<file path="src/rtl/mcr_pkg.sv">
// Shared constants, types and lookups for the monitor configuration register bank
package mcr_pkg;

    // Register port geometry
    localparam int ADDR_W = 8;
    localparam int DATA_W = 16;

    // Register offsets
    localparam logic [ADDR_W-1:0] ADDR_POWER = 8'h02;
    localparam logic [ADDR_W-1:0] ADDR_PART = 8'h04;
    localparam logic [ADDR_W-1:0] ADDR_REV = 8'h06;
    localparam logic [ADDR_W-1:0] ADDR_MAKER = 8'h0C;
    localparam logic [ADDR_W-1:0] ADDR_CFGA = 8'h10;
    localparam logic [ADDR_W-1:0] ADDR_CFGB = 8'h11;

    // Reset values
    localparam logic [DATA_W-1:0] RST_POWER = 16'h0000;
    localparam logic [DATA_W-1:0] RST_CFGA = 16'h0300;
    localparam logic [DATA_W-1:0] RST_CFGB = 16'h036A;

    // Field positions, power register
    localparam int PWR_MODE_LSB = 0;

    // Field positions, first configuration word
    localparam int CFGA_TRIG_BIT = 12;
    localparam int CFGA_CSAVG_LSB = 8;
    localparam int CFGA_RTAVG_LSB = 4;
    localparam int CFGA_LOOP_BIT = 0;

    // Field positions, second configuration word
    localparam int CFGB_PINON_BIT = 15;
    localparam int CFGB_PINFUNC_BIT = 14;
    localparam int CFGB_CHDEB_LSB = 8;
    localparam int CFGB_PNP_BIT = 7;
    localparam int CFGB_CUTOFF_BIT = 6;
    localparam int CFGB_LTDEB_LSB = 4;
    localparam int CFGB_RT2DEB_LSB = 2;
    localparam int CFGB_RT1DEB_LSB = 0;

    // Highest valid averaging codes
    localparam logic [2:0] CS_AVG_MAX = 3'h4;
    localparam logic [2:0] RT_AVG_MAX = 3'h5;

    // Timing: clock period and one millisecond, both in picoseconds
    localparam int CLK_PERIOD_PS = 4000;
    localparam int MS_PS = 1000000000;
    localparam int CYC_PER_MS = MS_PS / CLK_PERIOD_PS;

    typedef enum logic [1:0] {
        PWR_DOWN_A = 2'b00,
        PWR_DOWN_B = 2'b01,
        PWR_ACTIVE = 2'b10,
        PWR_RSVD = 2'b11
    } mcr_pwr_e;

    typedef enum logic [1:0] {
        AMP_OFF = 2'b00,
        AMP_ON = 2'b01,
        AMP_LOCKED = 2'b10
    } mcr_amp_e;

    // Remote sensor update period in ms; zero marks an invalid code
    function automatic logic [6:0] rt_update_ms(input logic [2:0] code);
        case (code)
            3'h0: return 7'h10;
            3'h1: return 7'h10;
            3'h2: return 7'h12;
            3'h3: return 7'h1A;
            3'h4: return 7'h32;
            3'h5: return 7'h62;
            default: return 7'h00;
        endcase
    endfunction

    // Channel debounce: 1, then 4 doubling up to 256
    function automatic logic [8:0] chan_debounce(input logic [2:0] code);
        if (code == 3'h0)
        begin
            return 9'h001;
        end
        return 9'h001 << ({1'b0, code} + 4'h1);
    endfunction

    // Temperature debounce: 1, 2, 4, 8
    function automatic logic [8:0] temp_debounce(input logic [1:0] code);
        return 9'h001 << code;
    endfunction

endpackage

</file>
<file path="src/rtl/mcr_debounce.sv">
// Consecutive out-of-range sample counter that raises one alarm
`timescale 1ns/10ps
module mcr_debounce #(
    parameter int CntW = 9
) (
    // Clock and reset
    input wire logic clk,
    input wire logic resetn,
    // Samples
    input wire logic sampleStb,
    input wire logic outOfRange,
    input wire logic [CntW-1:0] target,
    // Result
    output logic alarm
);
    typedef struct packed {
        logic [CntW-1:0] cnt;
        logic alarm;
    } mcr_deb_s;

    mcr_deb_s q;
    mcr_deb_s d;

    always_comb
    begin
        d = q;
        if (sampleStb)
        begin
            if (!outOfRange)
            begin
                d.cnt = '0;
                d.alarm = 1'b0;
            end
            else if (q.cnt + 1'b1 >= target)
            begin
                // Saturate so a long excursion cannot wrap back to zero
                d.cnt = target;
                d.alarm = 1'b1;
            end
            else
            begin
                d.cnt = q.cnt + 1'b1;
            end
        end
    end

    always_ff @(posedge clk or negedge resetn)
    begin
        if (!resetn)
        begin
            q <= '0;
        end
        else
        begin
            q <= d;
        end
    end

    assign alarm = q.alarm;
endmodule // mcr_debounce

</file>
<file path="src/rtl/mcr_cs_filter.sv">
// First-order recursive averaging filter for current-sense samples
`timescale 1ns/10ps
module mcr_cs_filter #(
    parameter int SampleW = 12,
    parameter int FracW = 4
) (
    // Clock and reset
    input wire logic clk,
    input wire logic resetn,
    // Control
    input wire logic enable,
    input wire logic [2:0] shift,
    // Samples in
    input wire logic sampleStb,
    input wire logic [SampleW-1:0] sample,
    // Filtered out
    output logic [SampleW-1:0] filtered,
    output logic filteredValid
);
    localparam int AccW = SampleW + FracW;

    typedef struct packed {
        logic [AccW-1:0] acc;
        logic valid;
    } mcr_flt_s;

    mcr_flt_s q;
    mcr_flt_s d;
    logic signed [AccW:0] diff;
    logic signed [AccW:0] step;
    logic signed [AccW:0] sum;

    // y += (x - y) / K; fraction bits keep small steps from vanishing
    always_comb
    begin
        diff = $signed({1'b0, sample, {FracW{1'b0}}}) - $signed({1'b0, q.acc});
        step = diff >>> shift;
        sum = $signed({1'b0, q.acc}) + step;
        d = q;
        d.valid = 1'b0;
        if (enable && sampleStb && shift <= 3'h4)
        begin
            d.acc = sum[AccW-1:0];
            d.valid = 1'b1;
        end
    end

    always_ff @(posedge clk or negedge resetn)
    begin
        if (!resetn)
        begin
            q <= '0;
        end
        else
        begin
            q <= d;
        end
    end

    assign filtered = q.acc[AccW-1:FracW];
    assign filteredValid = q.valid;
endmodule // mcr_cs_filter

</file>
<file path="src/rtl/mcr_regs.sv">
// Power, identification and global configuration registers of the monitor
//
// Added by the designer: the plain strobed port.
`timescale 1ns/10ps
module mcr_regs
    import mcr_pkg::*;
#(
    parameter logic [DATA_W-1:0] PartCode = 16'h5A01,      // Arbitrary value
    parameter logic [DATA_W-1:0] RevisionCode = 16'h0A0A,  // Arbitrary value
    parameter logic [DATA_W-1:0] MakerCode = 16'h0E0E,     // Arbitrary value
    parameter int MsCycles = CYC_PER_MS,
    parameter int SampleW = 12
) (
    // Clock and reset
    input wire logic clk,
    input wire logic resetn,
    // Register port
    input wire logic [mcr_pkg::ADDR_W-1:0] regAddr,
    input wire logic [mcr_pkg::DATA_W-1:0] regWdata,
    input wire logic regWrite,
    input wire logic regRead,
    output logic [mcr_pkg::DATA_W-1:0] regRdata,
    // Analog power enables
    output logic referenceOn,
    output logic currentSenseOn,
    output logic adcOn,
    output logic adcRefBufOn,
    output logic dacRefBufOn,
    output logic auxDacOn,
    output logic bipolarDacOn,
    output logic powerCodeInvalid,
    // Configuration to converters
    output logic conversionTriggerSel,
    output logic loopEnable,
    output logic [2:0] remoteTempAvgSel,
    output logic remoteDiodePnpSel,
    output logic csAvgInvalid,
    output logic rtAvgInvalid,
    output logic remoteTempTick,
    // Current-sense filter
    input wire logic csSampleStb,
    input wire logic [SampleW-1:0] csSample,
    output logic [SampleW-1:0] csFiltered,
    output logic csFilteredValid,
    // Alarm samples: 0 channel, 1 local, 2 remote 2, 3 remote 1
    input wire logic [3:0] alarmSampleStb,
    input wire logic [3:0] alarmOutOfRange,
    output logic [3:0] alarmFlags,
    // Amplifier enable
    input wire logic ampOnReq,
    input wire logic negSupplyAlarm,
    output logic ampEnablePin,
    // Result pin
    input wire logic dataValidIn,
    input wire logic adcReadyIn,
    output logic resultPinOut,
    output logic resultPinOe
);
    import mcr_pkg::*;

    typedef struct packed {
        logic [DATA_W-1:0] power;
        logic [DATA_W-1:0] cfgA;
        logic [DATA_W-1:0] cfgB;
        logic [DATA_W-1:0] rdata;
        logic [31:0] rtCnt;
        logic rtTick;
        mcr_amp_e amp;
        logic pinOut;
        logic pinOe;
    } mcr_regs_s;

    mcr_regs_s q;
    mcr_regs_s d;

    mcr_pwr_e pwrMode;
    logic pwrActive;
    logic [2:0] csAvgCode;
    logic [2:0] rtAvgCode;
    logic cutoffOn;
    logic [31:0] rtPeriod;
    logic [8:0] debTarget [4];

    // Field decode
    assign pwrMode = mcr_pwr_e'(q.power[PWR_MODE_LSB +: 2]);
    assign pwrActive = (pwrMode == PWR_ACTIVE);
    assign csAvgCode = q.cfgA[CFGA_CSAVG_LSB +: 3];
    assign rtAvgCode = q.cfgA[CFGA_RTAVG_LSB +: 3];
    assign cutoffOn = q.cfgB[CFGB_CUTOFF_BIT];
    assign rtPeriod = 32'(rt_update_ms(rtAvgCode)) * 32'(MsCycles);

    // Debounce targets per alarm source
    assign debTarget[0] = chan_debounce(q.cfgB[CFGB_CHDEB_LSB +: 3]);
    assign debTarget[1] = temp_debounce(q.cfgB[CFGB_LTDEB_LSB +: 2]);
    assign debTarget[2] = temp_debounce(q.cfgB[CFGB_RT2DEB_LSB +: 2]);
    assign debTarget[3] = temp_debounce(q.cfgB[CFGB_RT1DEB_LSB +: 2]);

    always_comb
    begin
        d = q;
        d.rdata = '0;
        d.rtTick = 1'b0;

        // Reserved bits are stored as written
        if (regWrite)
        begin
            case (regAddr)
                ADDR_POWER:
                begin
                    d.power = regWdata;
                end
                ADDR_CFGA:
                begin
                    d.cfgA = regWdata;
                end
                ADDR_CFGB:
                begin
                    d.cfgB = regWdata;
                end
                // Identification words are constants, so a write has nothing to land in
                ADDR_PART, ADDR_REV, ADDR_MAKER:
                begin
                    d.power = q.power;
                end
                default:
                begin
                    d.power = q.power;
                end
            endcase
        end

        // Unmapped addresses read as zero
        if (regRead)
        begin
            case (regAddr)
                ADDR_POWER:
                begin
                    d.rdata = q.power;
                end
                ADDR_PART:
                begin
                    d.rdata = PartCode;
                end
                ADDR_REV:
                begin
                    d.rdata = RevisionCode;
                end
                ADDR_MAKER:
                begin
                    d.rdata = MakerCode;
                end
                ADDR_CFGA:
                begin
                    d.rdata = q.cfgA;
                end
                ADDR_CFGB:
                begin
                    d.rdata = q.cfgB;
                end
                default:
                begin
                    d.rdata = '0;
                end
            endcase
        end

        // Remote sensor update timer; stops while powered down or code invalid
        if (!pwrActive || rtPeriod == 32'h0)
        begin
            d.rtCnt = '0;
        end
        else if (q.rtCnt >= rtPeriod - 32'h1)
        begin
            d.rtCnt = '0;
            d.rtTick = 1'b1;
        end
        else
        begin
            d.rtCnt = q.rtCnt + 32'h1;
        end

        // Amplifier enable; a lockout is left only when the supply alarm is gone
        case (q.amp)
            AMP_OFF:
            begin
                if (ampOnReq && !(cutoffOn && negSupplyAlarm))
                begin
                    d.amp = AMP_ON;
                end
            end
            AMP_ON:
            begin
                if (cutoffOn && negSupplyAlarm)
                begin
                    d.amp = AMP_LOCKED;
                end
                else if (!ampOnReq)
                begin
                    d.amp = AMP_OFF;
                end
            end
            AMP_LOCKED:
            begin
                if (!negSupplyAlarm)
                begin
                    d.amp = AMP_OFF;
                end
            end
            default: d.amp = AMP_OFF;
        endcase

        // Result pin: high impedance unless enabled, function picked by bit 14
        d.pinOe = q.cfgB[CFGB_PINON_BIT];
        d.pinOut = q.cfgB[CFGB_PINFUNC_BIT] ? adcReadyIn : dataValidIn;
    end

    always_ff @(posedge clk or negedge resetn)
    begin
        if (!resetn)
        begin
            q.power <= RST_POWER;
            q.cfgA <= RST_CFGA;
            q.cfgB <= RST_CFGB;
            q.rdata <= '0;
            q.rtCnt <= '0;
            q.rtTick <= 1'b0;
            q.amp <= AMP_OFF;
            q.pinOut <= 1'b0;
            q.pinOe <= 1'b0;
        end
        else
        begin
            q <= d;
        end
    end

    // Alarm debouncers, one per source
    generate
        for (genvar i = 0; i < 4; i++)
        begin : g_deb
            mcr_debounce #(
                .CntW(9)
            ) u_deb (
                .clk(clk),
                .resetn(resetn),
                .sampleStb(alarmSampleStb[i]),
                .outOfRange(alarmOutOfRange[i]),
                .target(debTarget[i]),
                .alarm(alarmFlags[i])
            );
        end
    endgenerate

    // Filter only runs while the current sensors are powered
    mcr_cs_filter #(
        .SampleW(SampleW),
        .FracW(4)
    ) u_csf (
        .clk(clk),
        .resetn(resetn),
        .enable(pwrActive),
        .shift(csAvgCode),
        .sampleStb(csSampleStb),
        .sample(csSample),
        .filtered(csFiltered),
        .filteredValid(csFilteredValid)
    );

    // Power gating: upper bit low keeps only reference and bipolar DACs
    assign referenceOn = 1'b1;
    assign bipolarDacOn = 1'b1;
    assign currentSenseOn = pwrActive;
    assign adcOn = pwrActive;
    assign adcRefBufOn = pwrActive;
    assign dacRefBufOn = pwrActive;
    assign auxDacOn = pwrActive;
    // Factory code is flagged and treated as powered down
    assign powerCodeInvalid = (pwrMode == PWR_RSVD);

    assign conversionTriggerSel = q.cfgA[CFGA_TRIG_BIT];
    assign loopEnable = q.cfgA[CFGA_LOOP_BIT];
    assign remoteTempAvgSel = rtAvgCode;
    assign remoteDiodePnpSel = q.cfgB[CFGB_PNP_BIT];
    assign csAvgInvalid = (csAvgCode > CS_AVG_MAX);
    assign rtAvgInvalid = (rtAvgCode > RT_AVG_MAX);
    assign remoteTempTick = q.rtTick;

    assign regRdata = q.rdata;
    assign ampEnablePin = (q.amp == AMP_ON);
    assign resultPinOut = q.pinOut;
    assign resultPinOe = q.pinOe;
endmodule // mcr_regs

</file>
<file path="config.mk">
export PLATFORM = sky130hd
export DESIGN_NAME = mcr_regs
export DESIGN_NICKNAME = d
export VERILOG_FILES = /design/src/rtl/mcr_pkg.sv /design/src/rtl/mcr_debounce.sv /design/src/rtl/mcr_cs_filter.sv /design/src/rtl/mcr_regs.sv
export SDC_FILE = /design/constraint.sdc
export NUM_CORES = 1
export LEC_CHECK = 0
export ABC_AREA = 1
export ABC_CLOCK_PERIOD_IN_PS = 7730
export BUFFER_PORTS_ARGS = -buffer_cell sky130_fd_sc_hd__buf_4
export CAP_MARGIN = 20
export CORE_MARGIN = 5
export CORE_UTILIZATION = 63
export CTS_BUF_LIST = sky130_fd_sc_hd__clkbuf_2
export DETAILED_ROUTE_END_ITERATION = 10
export PLACE_DENSITY = 0.86
export SYNTH_ARGS = -nofsm -noshare
export SYNTH_HDL_FRONTEND = slang
export SYNTH_SLANG_ARGS = --single-unit
</file>
<file path="constraint.sdc">
create_clock -name clk -period 7.73 [get_ports clk]
set_clock_uncertainty 0.15 [all_clocks]
set_input_delay 0.3865 -clock clk [delete_from_list [all_inputs] [get_ports clk]]
set_output_delay 0.3865 -clock clk [all_outputs]
set_load 0.02 [all_outputs]
</file>
* Word-level counts from Yosys, hierarchy flattened
Cells that the tools add are included.
** Word-level totals
- Register bits :: 158
- Input bits :: 53
- Output and inout port bits :: 53
- Word-level logic and storage cells :: 113
** Operators by class
- Add/sub/neg operators :: 9
- Multipliers :: 1
- Magnitude comparators :: 8
- Eq/ne operators :: 22
- Shift-type cells :: 5
- Muxes and demuxes :: 29
- Reductions and logical operators :: 20
** Operators by type and width (count)
- case mux 16 bit (6 select lines) :: 1
- 2-to-1 mux 32 bit :: 2
- 2-to-1 mux 9 bit :: 6
- 2-to-1 mux 10 bit :: 4
- adder 9 x 1 -> 9 bit (second input constant) :: 4
- greater-or-equal comparator 9 bit :: 4
- case mux 7 bit (5 select lines) :: 1
- adder 32 x 1 -> 32 bit (second input constant) :: 1
- greater-or-equal comparator 32 bit :: 1
- zero test 32 bit :: 1
- << shifter 1 x 2 -> 9 bit (first input constant) :: 3
- subtractor 25 x 1 -> 26 bit (second input constant) :: 1
- multiplier 7 x 14 -> 21 bit (second input constant) :: 1
- >>> shifter 17 x 3 -> 16 bit :: 1
- subtractor 16 x 16 -> 17 bit :: 1
- adder 16 bit :: 1
- equality test 8 x 3 -> 1 bit (second input constant) :: 2
- equality test 8 x 5 -> 1 bit (second input constant) :: 2
- 2-to-1 mux 16 bit :: 1
- AND reduction 2 bit :: 7
- 2-to-1 mux 1 bit :: 9
- << shifter 1 x 4 -> 9 bit (first input constant) :: 1
- equality test 8 x 2 -> 1 bit (second input constant) :: 1
- equality test 8 x 4 -> 1 bit (second input constant) :: 1
- other kinds (20) :: 37

* Longest topological paths before layout
- Depth in word-level cells :: 8
- Depth in mapped cells :: 31
- Gate-level depth less buffers :: 30

* Hierarchy
A second synthesis with hierarchy kept.
** Second synthesis, totals
- Cells, all modules :: 2051
- Area total of the unflattened synthesis :: 14109.8 sq um
** Modules (own cells, without submodules)
- mcr_regs :: times used 1, cells each 983, area an instance 7277.0 sq um, sequential area each 2537.4 sq um
- mcr_cs_filter :: times used 1, cells each 437, area an instance 2746.4 sq um, sequential area each 425.4 sq um
- mcr_debounce (g_deb[0].u_deb ...) :: times used 2, cells each 161, area an instance 1039.7 sq um, sequential area each 250.2 sq um
- mcr_debounce (g_deb[3].u_deb) :: times used 1, cells each 162, area an instance 1046.0 sq um, sequential area each 250.2 sq um
- mcr_debounce (g_deb[2].u_deb) :: times used 1, cells each 147, area an instance 960.9 sq um, sequential area each 250.2 sq um

* Least setup slack after synthesis
No wires, ideal clock.
- Kind :: register to register
- Start :: register q (netlist bit remoteTempAvgSel[1])
- End :: register q[11] (netlist bit)
- Setup time :: 69 ps
- Data arrival time :: 5607 ps
- Required time :: 7511 ps
- Path slack :: 1903 ps
- Stages on the path, launching flop included :: 30
- Path buffers :: 1
- Clock period less this slack :: 5827 ps
- Cells stage by stage :: dfrtp_1 > inv_1 > nor2_1 > inv_1 > nor2_1 > inv_1 > ha_1 > ha_1 > inv_1 > fa_1 > inv_1 > ha_1 > ha_1 > inv_1 > o21ai_0 > a221oi_1 > nand2_1 > xnor2_1 > nand2_1 > nor2_1 > inv_1 > ha_1 > a21oi_1 > o21a_1 > o221ai_1 > a21o_1 > a31oi_1 > clkbuf_1 > nand3_1 > nor2_2
** RTL lines
- from (decl) :: RTL line mcr_regs.sv:73 : mcr_regs_s q;

==> run_results.csv <==
group,metric,value,unit
status,outcome,"finished clean",
critical_path,crit_type,"reg -> reg",
critical_path,crit_path_max_fanout,23,
power,p_per_area,220.0,nW/um2
floorplan,die_h,147.0,um
sta,max_freq,150.0,MHz
critical_path,r2r.worst_path.cells,29,
floorplan,io_pins,106,
final_layout,fillers,1481,
power,switching_share,44.12,%
power,leakage,6.581,nW
critical_path,cpMostUsedCell,"inv_1",
clock_network,cts_buffers,17,
yosys,ys_async_sr_fraction,100.0,%
placement,postPlaceCellArea,12470,um2
grt,grt_pass1_vias,10364,
yosys,yosys_warnings,0,
critical_path,cp_top_family,"adder cells",
clock_network,htree_levels,4,
yosys,synthCells,1575,
clock_network,clk_latency,760,ps
placement,gp_congestion,0.9342,
yosys,synth_area_leaders,"dfrtp_1 (32%), ha_1 (12%), nand2_1 (10%)",
routing,drt_first_pass_iters,5,
routing,vias,10720,
grt,grt_usage,26.14,%
critical_path,crit_start,"remoteTempAvgSel[1]",
critical_path,path_depth,29,
critical_path,r2r_start,"remoteTempAvgSel[1]",
routing,wl,27860,um
critical_path,r2r-end,"q[14]",
final_layout,nets,1830,
sta,fin_crit,6665,ps
routing,drtIter0Drc,834,
sta,period_share,86.22,%
floorplan,start_util,63.67,%
yosys,synthTopCellsByCount,"nand2_1 (330), inv_1 (198), dfrtp_1 (150), nor2_1 (138), o21ai_0 (138)",
yosys,yosys.area.top_type,"dfrtp_1",
yosys,avgSynthCellArea,7.511,um2
clock_network,cts_resized,0,
job,cap_viol_max_count,0,
grt,grt_pass1_wl,47710,um
clock_network,cts.clk_slew.worst_paths,280,ps
final_layout,stdcell_area,13050,um2
sta,slew_headroom,28.83,%
yosys,netlist_area,11830,um2
clock_network,cts_buffer_depth,2,
critical_path,critPathCapture,"q[14]",
final_layout,layout-drive-gt1-share,11.19,%
yosys,yosysTopAreaCellShare,31.73,%
yosys,seq_area_frac_synth,33.51,%
yosys,synth_seq_cells,158,
final_layout,area_growth,10.29,%
placement,post-dp-hpwl,20650,um
critical_path,end_kind,"register",
critical_path,ff2ff_setup_slack,1060,ps
critical_path,slowest_delay,500,ps
critical_path,cp_num_buf_inv,8,
power,pwr-share-clk,16.3,%
routing,via_per_inst,5.624,
clock_network,cts_tree,"yes",
critical_path,cp.required,8260,ps
power,power_frac_seq,34.8,%
yosys,synthFlopType,"dfrtp_1",
critical_path,slowest_stage,"dfrtp_1",
hold_path,worstHoldPathType,"in -> async",
clock_network,cts.sinks,158,
power,internal_power,0.001604,W
yosys,synth.distinct_cells,56,
sta,maxSlewViolCount,0,
power,ir_drop,0.2115,mV
sta,tns,0,ps
sta,rsz0062_at_grt,"false",
floorplan,dieArea,21620,um2
routing,ant_nets,0,
grt,grt_max_degree,81,
placement,io_buffers,103,
clock_network,cts_root_buf,"clkbuf_2",
power,comb_power_share,48.9,%
floorplan,dieWidth,147.0,um
power,power.switching,0.001267,W
sta,worst_slew_pin_slew,1065,ps
sta,setup_violations,0,
floorplan,std_cell_rows,50,
critical_path,critPathArrivalTime,7190,ps
grt,antenna_found_initial,1,
yosys,synth-edff-count,0,
yosys,synth_most_common_cell,"nand2_1",
floorplan,core_area,18580,um2
critical_path,worst_setup_path_start_kind,"register",
sta,hold_violations,0,
routing,avgRoutedWirePerCell,14.62,um
grt,gr-total-overflow,0,
routing,route.detailed.drc,0,
==> worst register-to-register path, delay by kind of cell, from the launching register on <==
kind | cells | cell delay, ps
xor+xnor | 1 | 260
buf+inv | 8 | 1100
fa+ha+maj | 6 | 2110
flops | 1 | 500
compound gates | 7 | 1370
simple gates | 7 | 1110
==> kinds of logic after synthesis <==
| family | share of synthesized area [%] |
|---|---|
| DFF | 33.51 |
| AOI/OAI and AO/OA | 14.16 |
| other | 0.03170 |
| xor gates and xnor gates | 5.024 |
| adders and majority gates | 12.63 |
| muxes | 0.2644 |
| and+or+nand+nor | 23.79 |
| buffers and inverters | 10.60 |
==> cells in the final DEF (no fill, tap or decap), types with 3 or more instances in the layout <==
cell / instances
nand2_1: 330
inv_1: 198
dfrtp_1: 150
nor2_1: 138
o21ai_0: 138
ha_1: 113
buf_4: 107
a21oi_1: 98
nand3_1: 92
xor2_1: 48
dlygate4sd3_1: 35
nand4_1: 20
xnor2_1: 18
clkbuf_2: 18
nor3_1: 17
a31oi_1: 12
or2_2: 11
nor2_2: 11
nor4_1: 10
o21bai_1: 10
nand3b_1: 8
dfstp_2: 8
a221oi_1: 7
o22ai_1: 6
inv_6: 5
a21o_1: 4
nor3_2: 4
fa_1: 4
a21boi_0: 3
o211ai_1: 3
o2111a_1: 3
conb_1: 3
==> power by group through the flow <==
stage / combinational (W) / clock, W / sequential (W)
CTS: 0.00139 / 0.000476 / 0.000996
global route: 0.00161 / 0.000514 / 0.00101
detailed placement: 0.00137 / 0 / 0.00101
global placement: 0.00133 / 0 / 0.00101
floorplan: 0.00110 / 0 / 0.000983
finish: 0.00140 / 0.000469 / 0.000998
==> flip-flops by register name, summed over array words and instances (netlist names), 2 cells and up <==
name               count
g_deb.u_deb.alarm      4
u_csf.q                4
g_deb.u_deb.q         36
u_csf.filtered        12
csAvgCode              3
q                     69
remoteTempAvgSel       3
pwrMode                2
regRdata              16
==> layout make-up <==
class                   instances  area, um2  area share [%]
diodes                          1      2.502         0.01918
clock buffers                  18      90.09          0.6904
clock inverters                12      136.4           1.045
inverters                     201      759.5           5.821
multi-input cells            1139       6638           50.87
flip-flops and latches        158       3964           30.38
well taps                     234      292.8           2.244
repair buffers                143       1165           8.928
==> how the worst min path moves through the flow <==
stage | endpoint | slack, ps | cells after the start
6_report | u_csf.filtered[6] | 40 | 2
5_1_grt | regRdata[12] | 50 | 6
4_1_cts | u_csf.filtered[6] | 10 | 2
3_5_place_dp | resultPinOe | 250 | 0
3_3_place_gp | resultPinOe | 240 | 0
2_1_floorplan | conversionTriggerSel | -60 | 0
==> metal layers <==
metal,GRT usage (%),wire (um)
met1,34.96,12260
met2,44.09,13450
met3,4.318,1488
met4,7.596,671
met5,0,0
==> what timing repair did <==
action                    CTS  global route
setup buffers               0             0
hold endpoints to repair  187             0
hold buffers               35             0
==> through the flow <==
stage	std cells	power (W)	worst slack [ps]	hold slack (ps)	utilization (%)
6_report	1906	0.002871	1065	40.61	70.22
2_1_floorplan	1577	0.002079	1903	-59.09	-
3_5_place_dp	1840	0.002376	1139	247.6	67.10
4_1_cts	1905	0.002865	1065	12.31	70.21
5_1_grt	1906	0.003133	443.7	48.90	70.22
3_3_place_gp	1840	0.002336	1382	244.0	67.10
Note: power is estimated with default switching activity, not from simulation.
